[src/include/ccd_pkg.sv]
package ccd_pkg;

    // Register indices; the byte address is four times the index
    localparam logic [7:0] CFG_IDX    = 8'h06;
    localparam logic [7:0] TH_UP_IDX  = 8'h07;
    localparam logic [7:0] TH_LO_IDX  = 8'h08;
    localparam logic [7:0] STATUS_IDX = 8'h10;

    // Values after reset
    localparam logic [15:0] CFG_RST   = 16'h0600;
    localparam logic [15:0] TH_RST    = 16'h0000;
    localparam logic [3:0]  DLY_RST   = 4'h3;

    // Writable bits; low byte of the lower threshold register is outside this block
    localparam logic [15:0] CFG_WMASK   = 16'hffff;
    localparam logic [15:0] TH_LO_WMASK = 16'hff00;

    // Configuration field positions
    localparam int DLY_MSB  = 12;
    localparam int DLY_LSB  = 9;
    localparam int GC_BIT   = 8;
    localparam int ALL_BIT  = 7;
    localparam int NUM_MSB  = 6;
    localparam int NUM_LSB  = 4;
    localparam int LEN_MSB  = 3;
    localparam int LEN_LSB  = 1;
    localparam int EN_BIT   = 0;

    // Status register bits
    localparam int STAT_DETECT_BIT  = 0;
    localparam int STAT_SETTLED_BIT = 1;

    // Counter widths
    localparam int DLY_CNT_W = 17;
    localparam int EXC_CNT_W = 8;
    localparam int WIN_CNT_W = 12;

    // Settling delay: two to the power of code plus one modulator clocks
    function automatic logic [DLY_CNT_W-1:0] settle_cycles(input logic [3:0] code);
        settle_cycles = DLY_CNT_W'(17'h00002) << code;
    endfunction : settle_cycles

    // Threshold exceedances needed: two to the power of code
    function automatic logic [EXC_CNT_W:0] exceed_needed(input logic [2:0] code);
        exceed_needed = 9'h001 << code;
    endfunction : exceed_needed

    // Measurement window in conversion periods
    function automatic logic [WIN_CNT_W:0] window_len(input logic [2:0] code);
        case (code)
            3'h0:    window_len = 13'h0080;
            3'h1:    window_len = 13'h0100;
            3'h2:    window_len = 13'h0200;
            3'h3:    window_len = 13'h0300;
            3'h4:    window_len = 13'h0500;
            3'h5:    window_len = 13'h0700;
            3'h6:    window_len = 13'h0a00;
            default: window_len = 13'h0e00;
        endcase
    endfunction : window_len

endpackage : ccd_pkg

[src/core/chop_current_detect_config.sv]
`timescale 1ns/100ps
// Contract
// - Bits 12:9 pick a settling delay of two to the (code plus one) modulator clocks, 2 to 65536.
// - After reset the delay field holds 0011b, a delay of 16 modulator clocks.
// - Bit 8 turns global chop on and resets to zero, off.
// - Bit 0 enables current detect (reset off); bit 7 asks for any channel (0) or all (1).
// - Bits 6:4 set the exceedances needed for a detection as two to the code, 1 to 128.
// - Bits 3:1 set the window to 128, 256, 512, 768, 1280, 1792, 2560 or 3584 conversions.
// - The 24-bit signed threshold is bits 23:8 in the upper register and 7:0 in the lower.
module chop_current_detect_config #(
    parameter int NCH = 8
) (
    // Clock, reset, enable
    input  wire logic              clk_sys_i,
    input  wire logic              rst_i,
    input  wire logic              ce_i,
    // Wishbone slave
    input  wire logic              wb_cyc_i,
    input  wire logic              wb_stb_i,
    input  wire logic              wb_we_i,
    input  wire logic [31:0]       wb_adr_i,
    input  wire logic [3:0]        wb_sel_i,
    input  wire logic [31:0]       wb_dat_i,
    output logic      [31:0]       wb_dat_o,
    output logic                   wb_ack_o,
    // Conversion results and chop start
    input  wire logic              conv_valid_i,
    input  wire logic [NCH*24-1:0] conv_data_i,
    input  wire logic              chop_start_i,
    // Status outputs
    output logic                   global_chop_on_o,
    output logic                   chop_settled_o,
    output logic                   detect_flag_o,
    output logic                   detect_pulse_o
);

    typedef struct packed {
        logic [15:0]                   cfg;
        logic [15:0]                   th_up;
        logic [15:0]                   th_lo;
        logic                          ack;
        logic [31:0]                   dat;
        logic                          gc_on;
        logic [ccd_pkg::WIN_CNT_W-1:0] win_cnt;
        logic [ccd_pkg::EXC_CNT_W:0]   exc_cnt;
        logic                          detected;
        logic                          pulse;
    } ccd_state_t;

    ccd_state_t s_r;
    ccd_state_t s_nxt;
    logic       settled;

    // Field views of the configuration word and the threshold registers
    logic [3:0] chop_settle_delay_sel;
    logic       global_chop_on;
    logic       detect_require_every_channel;
    logic [2:0] detect_exceed_count_sel;
    logic [2:0] detect_window_length_sel;
    logic       detect_mode_on;
    logic [23:0] detect_threshold;

    assign chop_settle_delay_sel        = s_r.cfg[ccd_pkg::DLY_MSB:ccd_pkg::DLY_LSB];
    assign global_chop_on               = s_r.cfg[ccd_pkg::GC_BIT];
    assign detect_require_every_channel = s_r.cfg[ccd_pkg::ALL_BIT];
    assign detect_exceed_count_sel      = s_r.cfg[ccd_pkg::NUM_MSB:ccd_pkg::NUM_LSB];
    assign detect_window_length_sel     = s_r.cfg[ccd_pkg::LEN_MSB:ccd_pkg::LEN_LSB];
    assign detect_mode_on               = s_r.cfg[ccd_pkg::EN_BIT];
    assign detect_threshold             = {s_r.th_up, s_r.th_lo[15:8]};

    // Per-channel comparison against the signed threshold
    logic [NCH-1:0] over;
    always_comb begin
        for (int c = 0; c < NCH; c++) begin
            over[c] = $signed(conv_data_i[c*24 +: 24]) > $signed(detect_threshold);
        end
    end

    logic req;
    logic [7:0] idx;
    logic hit;
    logic win_end;
    logic [15:0] bmask;
    assign req   = wb_cyc_i && wb_stb_i;
    assign idx   = wb_adr_i[9:2];
    assign bmask = {{8{wb_sel_i[1]}}, {8{wb_sel_i[0]}}};
    assign hit   = detect_require_every_channel ? &over : |over;
    // A shorter window written mid-window ends at the next conversion instead of wrapping
    assign win_end = s_r.win_cnt >=
        ccd_pkg::WIN_CNT_W'(ccd_pkg::window_len(detect_window_length_sel) - 13'h0001);

    function automatic logic [15:0] merge(input logic [15:0] old, input logic [15:0] wd,
                                          input logic [15:0] m);
        merge = (old & ~m) | (wd & m);
    endfunction : merge

    always_comb begin
        s_nxt       = s_r;
        s_nxt.pulse = 1'b0;
        s_nxt.gc_on = global_chop_on;

        // Answer one cycle after the request; the write lands on the acked edge
        s_nxt.ack = req && !s_r.ack;
        if (req && !s_r.ack) begin
            case (idx)
                ccd_pkg::CFG_IDX:    s_nxt.dat = {16'h0000, s_r.cfg};
                ccd_pkg::TH_UP_IDX:  s_nxt.dat = {16'h0000, s_r.th_up};
                ccd_pkg::TH_LO_IDX:  s_nxt.dat = {16'h0000, s_r.th_lo};
                ccd_pkg::STATUS_IDX: s_nxt.dat = {30'h0, settled, s_r.detected};
                default:             s_nxt.dat = 32'h00000000;
            endcase
        end

        // Detection counting
        if (!detect_mode_on) begin
            s_nxt.win_cnt = '0;
            s_nxt.exc_cnt = '0;
        end else if (conv_valid_i) begin
            if (win_end) begin
                s_nxt.win_cnt = '0;
                s_nxt.exc_cnt = '0;
            end else begin
                s_nxt.win_cnt = s_r.win_cnt + 12'h001;
            end
            if (hit && s_r.exc_cnt < ccd_pkg::exceed_needed(detect_exceed_count_sel)) begin
                if (!win_end) begin
                    s_nxt.exc_cnt = s_r.exc_cnt + 9'h001;
                end
                if (s_r.exc_cnt + 9'h001 == ccd_pkg::exceed_needed(detect_exceed_count_sel))
                begin
                    s_nxt.pulse = 1'b1;
                end
            end
        end

        // Register writes; status bit 0 clears by writing one, a new detection wins
        if (req && s_r.ack && wb_we_i) begin
            case (idx)
                ccd_pkg::CFG_IDX:
                    s_nxt.cfg = merge(s_r.cfg, wb_dat_i[15:0], bmask & ccd_pkg::CFG_WMASK);
                ccd_pkg::TH_UP_IDX:
                    s_nxt.th_up = merge(s_r.th_up, wb_dat_i[15:0], bmask);
                ccd_pkg::TH_LO_IDX:
                    s_nxt.th_lo = merge(s_r.th_lo, wb_dat_i[15:0],
                                        bmask & ccd_pkg::TH_LO_WMASK);
                ccd_pkg::STATUS_IDX:
                    if (wb_sel_i[0] && wb_dat_i[ccd_pkg::STAT_DETECT_BIT]) begin
                        s_nxt.detected = 1'b0;
                    end
                default: ;
            endcase
        end
        if (s_nxt.pulse) begin
            s_nxt.detected = 1'b1;
        end
    end

    always_ff @(posedge clk_sys_i) begin
        if (rst_i) begin
            s_r       <= '0;
            s_r.cfg   <= ccd_pkg::CFG_RST;
            s_r.th_up <= ccd_pkg::TH_RST;
            s_r.th_lo <= ccd_pkg::TH_RST;
        end else if (ce_i) begin
            s_r <= s_nxt;
        end
    end

    chop_settle_timer u_settle (
        .clk_sys_i (clk_sys_i),
        .rst_i     (rst_i),
        .ce_i      (ce_i),
        .run_i     (global_chop_on),
        .start_i   (chop_start_i),
        .sel_i     (chop_settle_delay_sel),
        .settled_o (settled)
    );

    assign wb_dat_o         = s_r.dat;
    assign wb_ack_o         = s_r.ack;
    assign global_chop_on_o = s_r.gc_on;
    assign chop_settled_o   = settled;
    assign detect_flag_o    = s_r.detected;
    assign detect_pulse_o   = s_r.pulse;
endmodule : chop_current_detect_config

[src/core/chop_settle_timer.sv]
`timescale 1ns/100ps
module chop_settle_timer (
    // Clock and reset
    input  wire logic       clk_sys_i,
    input  wire logic       rst_i,
    input  wire logic       ce_i,
    // Control
    input  wire logic       run_i,
    input  wire logic       start_i,
    input  wire logic [3:0] sel_i,
    // Status
    output logic            settled_o
);

    typedef struct packed {
        logic [ccd_pkg::DLY_CNT_W-1:0] cnt;
        logic                          busy;
        logic                          settled;
    } timer_state_t;

    timer_state_t s_r;
    timer_state_t s_nxt;

    always_comb begin
        s_nxt = s_r;
        if (!run_i) begin
            s_nxt.busy    = 1'b0;
            s_nxt.settled = 1'b0;
        end else if (start_i) begin
            s_nxt.cnt     = ccd_pkg::settle_cycles(sel_i) - 17'h00001;
            s_nxt.busy    = 1'b1;
            s_nxt.settled = 1'b0;
        end else if (s_r.busy) begin
            if (s_r.cnt == '0) begin
                s_nxt.busy    = 1'b0;
                s_nxt.settled = 1'b1;
            end else begin
                s_nxt.cnt = s_r.cnt - 17'h00001;
            end
        end
    end

    always_ff @(posedge clk_sys_i) begin
        if (rst_i) begin
            s_r <= '0;
        end else if (ce_i) begin
            s_r <= s_nxt;
        end
    end

    assign settled_o = s_r.settled;

    // Elapsed enabled cycles since the last start, for checking only
    logic [ccd_pkg::DLY_CNT_W-1:0] elapsed_r;
    logic [3:0]                    sel_seen_r;
    always_ff @(posedge clk_sys_i) begin
        if (rst_i) begin
            elapsed_r  <= '0;
            sel_seen_r <= '0;
        end else if (ce_i) begin
            if (run_i && start_i) begin
                elapsed_r  <= '0;
                sel_seen_r <= sel_i;
            end else if (s_r.busy) begin
                elapsed_r <= elapsed_r + 17'h00001;
            end
        end
    end
endmodule : chop_settle_timer

[config.mk]
export PLATFORM = sky130hd
export DESIGN_NAME = chop_current_detect_config
export DESIGN_NICKNAME = d
export VERILOG_FILES = /design/src/include/ccd_pkg.sv /design/src/core/chop_current_detect_config.sv /design/src/core/chop_settle_timer.sv
export SDC_FILE = /design/constraint.sdc
export NUM_CORES = 1
export LEC_CHECK = 0
export ABC_AREA = 1
export ABC_CLOCK_PERIOD_IN_PS = 3000
export BUFFER_PORTS_ARGS = -buffer_cell sky130_fd_sc_hd__buf_2
export CORE_ASPECT_RATIO = 0.5
export CORE_MARGIN = 2
export CORE_UTILIZATION = 46
export DETAILED_ROUTE_END_ITERATION = 12
export GPL_TIMING_DRIVEN = 0
export PLACE_DENSITY = 0.72
export SYNTH_ARGS = -nofsm -noshare
export SYNTH_HDL_FRONTEND = slang
export SYNTH_HIERARCHICAL = 1
export SYNTH_SLANG_ARGS = --single-unit
[constraint.sdc]
create_clock -name clk_sys_i -period 3 [get_ports clk_sys_i]
set_input_delay 0.6 -clock clk_sys_i [delete_from_list [all_inputs] [get_ports clk_sys_i]]
set_output_delay 0.6 -clock clk_sys_i [all_outputs]
set_load 0.01 [all_outputs]
==> flow_metrics.env, run 1 <==
export IMPL_status="completed"
export IMPL_routed_via_density=5.12
export IMPL_yosys_mux_area_fraction_pct=0
export IMPL_synthAdderAreaFrac_pct=24.8
export IMPL_fin_cells=2245
export IMPL_place_ws_ns=-0.0979
export IMPL_hold_depth=2
export IMPL_drive_gt1_share_pct=23.1
export IMPL_cp_data_required_time_ns=3.30
export IMPL_p_per_area_nw_per_um2=238
export IMPL_path_clk_slew_ns=0.07
export IMPL_hpwlAfterDp_um=26300
export IMPL_ir_worst_vdd_v=0.000268
export IMPL_place_inst=2165
export IMPL_layout_nets=2406
export IMPL_path_max_fanout=10
export IMPL_cap_violations=0
export IMPL_top_layer="met5"
export IMPL_max_slew_margin_pct=46.7
export IMPL_io_buffer_count=246
export IMPL_cts_hold_fix_buffers=0
export IMPL_clock_latency_ns=0.36
export IMPL_fin_crit_sh_pct=95.2
export IMPL_hold_viol=0
export IMPL_cp_data_arrival_time_ns=3.15
export IMPL_ys_flop_type="dfxtp_1"
export IMPL_die_x_um=219
export IMPL_crit_type="in -> reg"
export IMPL_cts_tree="yes"
export IMPL_drc_errors=0
export IMPL_wl_um=34500
export IMPL_synth_cell_area_um2=10600
export IMPL_met3_length_um=2390
export IMPL_ys_ff_latch=100
export IMPL_cp_end_kind="flop"
export IMPL_cts_buffers_inserted=9
export IMPL_final_antenna_net_count=0
export IMPL_grt_pass1_wl_um=50900
export IMPL_rr_endpoint="s_r[2]$_SDFFE_PP0P_"
export IMPL_finalSetupViolCount=0
export IMPL_htreeDepth=3
export IMPL_ys_types=52
export IMPL_synthSimpleGateAreaFrac_pct=27.6
export IMPL_clockBufferDepth=2
export IMPL_hold_class="reg -> reg"
export IMPL_synth_seq_area_share_pct=18.8
export IMPL_die_y_um=112
export IMPL_wl_met1_um=15700
export IMPL_async_flop_share_pct=0
export IMPL_fin_util_pct=59.2
export IMPL_skew_ns=0.0127
export IMPL_synth_edf_count=0
export IMPL_synth_top_family_by_area="simple AND/OR/NAND/NOR gates"
export IMPL_rr_worst_depth=20
export IMPL_fp_dieArea_um2=24400
export IMPL_gp_congestion=0.932
export IMPL_dr_pass1_iters=6
export IMPL_worst_slew_pin_transition_ns=0.796
export IMPL_ios=305
export IMPL_synth_compound_area_share_pct=15.9
export IMPL_power_w=0.00320
export IMPL_antenna_found_initial=8
export IMPL_startpoint_type="input pin"
export IMPL_p_leak_nw=6.76
export IMPL_rows=39
export IMPL_initial_core_util_pct=46.8
export IMPL_avgSynthCellArea_um2=6.66
export IMPL_clock_fmax_mhz=350
export IMPL_grt_overflow=0
export IMPL_num_vias=11500
export IMPL_wl_met2_um=15400
export IMPL_fin_ws_ns=0.144
export IMPL_track_usage_pct=26.4
export IMPL_min_to="wb_dat_o[13]$_SDFFE_PP0P_"
export IMPL_routedWlPerCell_um=15.4
export IMPL_fp_coreArea_um2=22700
export IMPL_synth_xor_area_share_pct=1.73
export IMPL_min_period_ns=2.86
export IMPL_whs_ns=0.469
export IMPL_worst_r2r_setup_slack_ns=0.16
export IMPL_drt_initial_drc_count=819
export IMPL_grt_max_degree=18
export IMPL_hp_start="wb_dat_o[13]$_SDFFE_PP0P_"
export IMPL_grt_pass1_vias=10200
export IMPL_clkSinkCount=100
export IMPL_synth_warnings=6
export IMPL_drv_slew=0
export IMPL_area_growth_syn_to_layout_pct=26.5
export IMPL_syn_inst=1597
export IMPL_cts_root_buf="clkbuf_16"
export IMPL_fillerInstances=2272
cells in the final DEF, fill, tap and decap left out, types with 7 or more instances in the layout:
master	synthesis	final
a21oi_1	157	157
o21ai_0	72	72
o22ai_1	10	10
a21oi_2	7	7
buf_4	34	70
nor2_1	145	131
nand4_1	29	29
clkinvlp_4	0	18
buf_12	0	14
dfxtp_1	100	97
nand3_1	78	75
nand2_1	395	394
conb_1	1	16
buf_2	4	251
xor2_1	20	20
nand3_2	5	8
nor2_2	6	19
a21o_1	10	10
nor3_1	14	12
clkbuf_1	14	14
o221ai_1	7	7
inv_1	208	191
o21ai_1	8	7
ha_1	211	205
clkbuf_16	0	9
where the power goes:
part	internal, W	switching (W)	leakage [nW]
clock network	0.000652	0.000555	0.146
registers	0.00133	0.00000143	0.807
logic	0.000307	0.000353	5.80
cell families after synthesis:
group,after synthesis
AOI/OAI and AO/OA,301
xor gates and xnor gates,21
adders and majority gates,211
buffers and inverters,268
DFF,100
other,1
and+or+nand+nor,695
stage by stage:
step | TNS [ns] | area, µm²
2_1_floorplan | 0 | 10700
3_3_place_gp | -0.337 | 12300
3_5_place_dp | -0.542 | 12300
4_1_cts | 0 | 12600
5_1_grt | -0.0971 | 13400
6_report | 0 | 13500
worst max-delay path, stage by stage:
cell and delay (ns):
buf_2 0.09, nor2_1 0.28, inv_1 0.10, nor3_1 0.22, inv_1 0.10, nor4_1 0.58
inv_1 0.31, nor2_1 0.31, buf_2 0.26, o21ai_0 0.11, a21oi_1 0.16
timing repair:
item                       4_1_cts  5_1_grt
pin swaps                        0        9
setup buffers                    0       57
resized for setup                1       54
setup endpoints to repair       10       16
gates cloned                     0        1
hold endpoints to repair         0        0
final cells by class:
cell class	instances	area, µm²	share of cell area [%]
repair inverters	1	7.51	0.0558
well taps	307	384	2.86
clock inverters	7	73.8	0.549
flip-flops and latches	100	2010	14.9
diodes	6	15.0	0.112
plain buffers	58	382	2.84
multi-input cells	1244	7670	57.0
repair buffers	303	1840	13.7
inverters	210	850	6.32
clock buffers	9	225	1.67
how the worst max path moves through the flow:
stage                            from              endpoint  depth (start not counted)
after detailed placement  wb_adr_i[9]                  flop                         11
after global routing             flop   s_r[6]$_SDFFE_PP0P_                         19
after global placement    wb_adr_i[9]                  flop                         11
final                     wb_adr_i[9]                  flop                         11
after CTS                        flop   s_r[4]$_SDFFE_PP0P_                         18
after floorplan                  flop  s_r[13]$_SDFFE_PP0P_                         13
synthesized netlist by cell type (6+ instances only):
cell / instances / share of area, %
a21o_1: 10 / 0.71
a21oi_1: 157 / 7.4
a21oi_2: 7 / 0.58
buf_4: 34 / 2.4
clkbuf_1: 14 / 0.49
dfxtp_1: 100 / 19
ha_1: 211 / 25
inv_1: 208 / 7.3
nand2_1: 395 / 14
nand3_1: 78 / 3.7
nand4_1: 29 / 1.7
nor2_1: 145 / 5.1
nor2_2: 6 / 0.35
nor3_1: 14 / 0.66
o21a_1: 6 / 0.42
o21ai_0: 72 / 3.4
o21ai_1: 8 / 0.38
o221ai_1: 7 / 0.58
o22ai_1: 10 / 0.59
xor2_1: 20 / 1.6
layer usage:
metal  global-route usage (%)  vias to the layer above
met5                        0                        -
li1                         -                     5952
met3                     5.66                       69
met2                     44.6                      333
met4                     7.75                        6
met1                     33.8                     5139
(Power assumes the default switching activity.)
==> run 2: changes to the inputs <==
--- a/config.mk
+++ b/config.mk
@@ -11,9 +11,11 @@
 export CORE_ASPECT_RATIO = 0.5
 export CORE_MARGIN = 2
 export CORE_UTILIZATION = 46
+export CTS_CLUSTER_DIAMETER = 100
 export DETAILED_ROUTE_END_ITERATION = 12
 export GPL_TIMING_DRIVEN = 0
 export PLACE_DENSITY = 0.72
+export SETUP_SLACK_MARGIN = 0.3
 export SYNTH_ARGS = -nofsm -noshare
 export SYNTH_HDL_FRONTEND = slang
 export SYNTH_HIERARCHICAL = 1
==> run 2 against run 1 <==
Net effect:
- worst hold slack is essentially flat
- clock power is essentially flat
- total power grew 1.5%
- core utilization grew 2.6 points
- via count grew 1.7%
- die area is the same
- non-clock buffer count grew 16
==> flow_metrics.env, run 2 (synthesis results as in run 1) <==
export IMPL_hold_viol=0
export IMPL_path_max_fanout=10
export IMPL_grt_pass1_wl_um=54400
export IMPL_ir_worst_vdd_v=0.000271
export IMPL_cp_slowest_stage_delay_ns=0.32
export IMPL_cts_tree="yes"
export IMPL_dr_pass1_iters=6
export IMPL_max_slew_margin_pct=46.7
export IMPL_die_y_um=112
export IMPL_top_layer="met5"
export IMPL_drv_slew=0
export IMPL_fin_crit_sh_pct=92.4
export IMPL_cp_data_arrival_time_ns=3.03
export IMPL_grt_overflow=0
export IMPL_wl_um=35400
export IMPL_cts_hold_fix_buffers=0
export IMPL_drive_gt1_share_pct=26.9
export IMPL_grt_max_degree=18
export IMPL_fp_coreArea_um2=22700
export IMPL_status="completed"
export IMPL_startpoint_type="input pin"
export IMPL_worst_slew_pin_transition_ns=0.797
export IMPL_path_clk_slew_ns=0.07
export IMPL_rsz0062_at_grt="true"
export IMPL_clockBufferDepth=2
export IMPL_hold_class="reg -> reg"
export IMPL_track_usage_pct=28.3
export IMPL_crit_slowest_cell="nor4_2"
export IMPL_p_per_area_nw_per_um2=231
export IMPL_grt_pass1_vias=10900
export IMPL_area_growth_syn_to_layout_pct=32.1
export IMPL_final_antenna_net_count=0
export IMPL_gp_congestion=0.932
export IMPL_drt_initial_drc_count=818
export IMPL_p_leak_nw=6.92
export IMPL_clock_fmax_mhz=361
export IMPL_mostFrequentLayoutCell="nand2_1"
export IMPL_htreeDepth=3
export IMPL_fillerInstances=2156
export IMPL_layout_nets=2421
export IMPL_num_vias=11700
export IMPL_antenna_found_initial=11
export IMPL_io_buffer_count=246
export IMPL_ios=305
export IMPL_fin_ws_ns=0.228
export IMPL_place_ws_ns=-0.0979
export IMPL_die_x_um=219
export IMPL_layout_common_cells="384 x nand2_1, 253 x buf_2, 188 x inv_1, 188 x ha_1, 152 x a21oi_1"
export IMPL_clock_latency_ns=0.36
export IMPL_wl_met2_um=16400
export IMPL_cap_violations=0
export IMPL_cts_root_buf="clkbuf_16"
export IMPL_skew_ns=0.0117
export IMPL_initial_core_util_pct=46.8
export IMPL_cp_end_kind="flop"
export IMPL_routedWlPerCell_um=15.6
export IMPL_met3_length_um=2500
export IMPL_cts_buffers_inserted=9
export IMPL_finalSetupViolCount=0
export IMPL_path_cells="buf_2 -> nor2_1 -> inv_1 -> nor3_1 -> inv_1 -> nor4_2 -> nand2_2 -> nor2_2 -> buf_2 -> o21ai_0 -> a21oi_1"
export IMPL_min_period_ns=2.77
export IMPL_hpwlAfterDp_um=26300
export IMPL_path_buf_inv=4
export IMPL_crit_type="in -> reg"
export IMPL_fp_dieArea_um2=24400
export IMPL_critPathTopFamily="simple AND/OR/NAND/NOR gates"
export IMPL_routed_via_density=5.17
export IMPL_fin_cells=2263
export IMPL_clkSinkCount=100
export IMPL_wl_met1_um=15500
export IMPL_drc_errors=0
export IMPL_rows=39
export IMPL_place_inst=2165
export IMPL_cp_data_required_time_ns=3.26
export IMPL_whs_ns=0.469
==> run 2: cell types whose count changed in the layout (fill, tap and decap cells not counted), moves of 8 or more <==
cell	change
nand2_1	-10
nor2_1	-9
nand2_2	+8
dfxtp_2	+11
ha_4	+17
ha_1	-17
buf_6	+9
dfxtp_1	-11
==> run 2: through the flow <==
stage / total power, W / area (µm²) / setup TNS [ns] / utilization [%]
2_1_floorplan: 0.00174 / 10700 / 0 / -
6_report: 0.00324 / 14000 / 0 / 61.8
5_1_grt: 0.00341 / 14000 / 0 / 61.7
4_1_cts: 0.00321 / 13700 / 0 / 60.2
3_3_place_gp: 0.00199 / 12300 / -0.337 / 54.1
3_5_place_dp: 0.00200 / 12300 / -0.542 / 54.1
==> run 2: final timing paths <==
check             slack (ns)  cells past startpoint                      start                    endpoint
setup reg to reg        0.27                     17                       flop  detect_flag_o$_SDFFE_PP0P_
hold / removal          0.47                      2  wb_dat_o[13]$_SDFFE_PP0P_   wb_dat_o[13]$_SDFFE_PP0P_
hold reg to reg         0.47                      2  wb_dat_o[13]$_SDFFE_PP0P_   wb_dat_o[13]$_SDFFE_PP0P_
setup / recovery        0.23                     11                wb_adr_i[9]                        flop
==> run 2: layer usage <==
| metal | global-route usage, % | vias to the layer above |
|---|---|---|
| met3 | 5.49 | 67 |
| met2 | 47.6 | 395 |
| met1 | 36.2 | 5241 |
| li1 | - | 5987 |
| met5 | 0 | - |
| met4 | 9.77 | 6 |
==> run 2: power breakdown <==
part | internal [W] | leakage, nW | total (W) | switching, W
registers | 0.00133 | 0.813 | 0.00133 | 0.00000149
logic | 0.000327 | 5.97 | 0.000705 | 0.000378
clock network | 0.000652 | 0.146 | 0.00121 | 0.000557
==> run 2: cell type report <==
cell class | count | area, µm² | share of cell area (%)
sequential | 100 | 2020 | 14.4
inverter | 210 | 860 | 6.12
multi-input combinational | 1244 | 8030 | 57.1
buffer | 58 | 389 | 2.77
timing repair buffer | 319 | 2050 | 14.6
antenna | 9 | 22.5 | 0.160
clock inverter | 7 | 73.8 | 0.526
tap | 307 | 384 | 2.73
clock buffer | 9 | 225 | 1.60
==> run 2: what timing repair did <==
item / 4_1_cts / 5_1_grt
endpoints found under the setup margin: 20 / 32
cloned: 1 / 0
pin swaps: 16 / 32
gates resized for setup: 78 / 59
buffers inserted: 60 / 12
==> run 2: worst register-to-register path, stage by stage, from the launching register on <==
cell and delay, ns:
dfxtp_2 0.34, clkinvlp_4 0.10, buf_12 0.16, buf_6 0.13, ha_4 0.25, nand2_2 0.05
nor2_2 0.11, nand3_2 0.10, nor3_2 0.21, nand2_1 0.10, nand4_1 0.08, nand3_1 0.11
nand2_1 0.13, nor2_4 0.06, a21oi_4 0.23, buf_4 0.17, nand3_1 0.17, a21oi_1 0.16
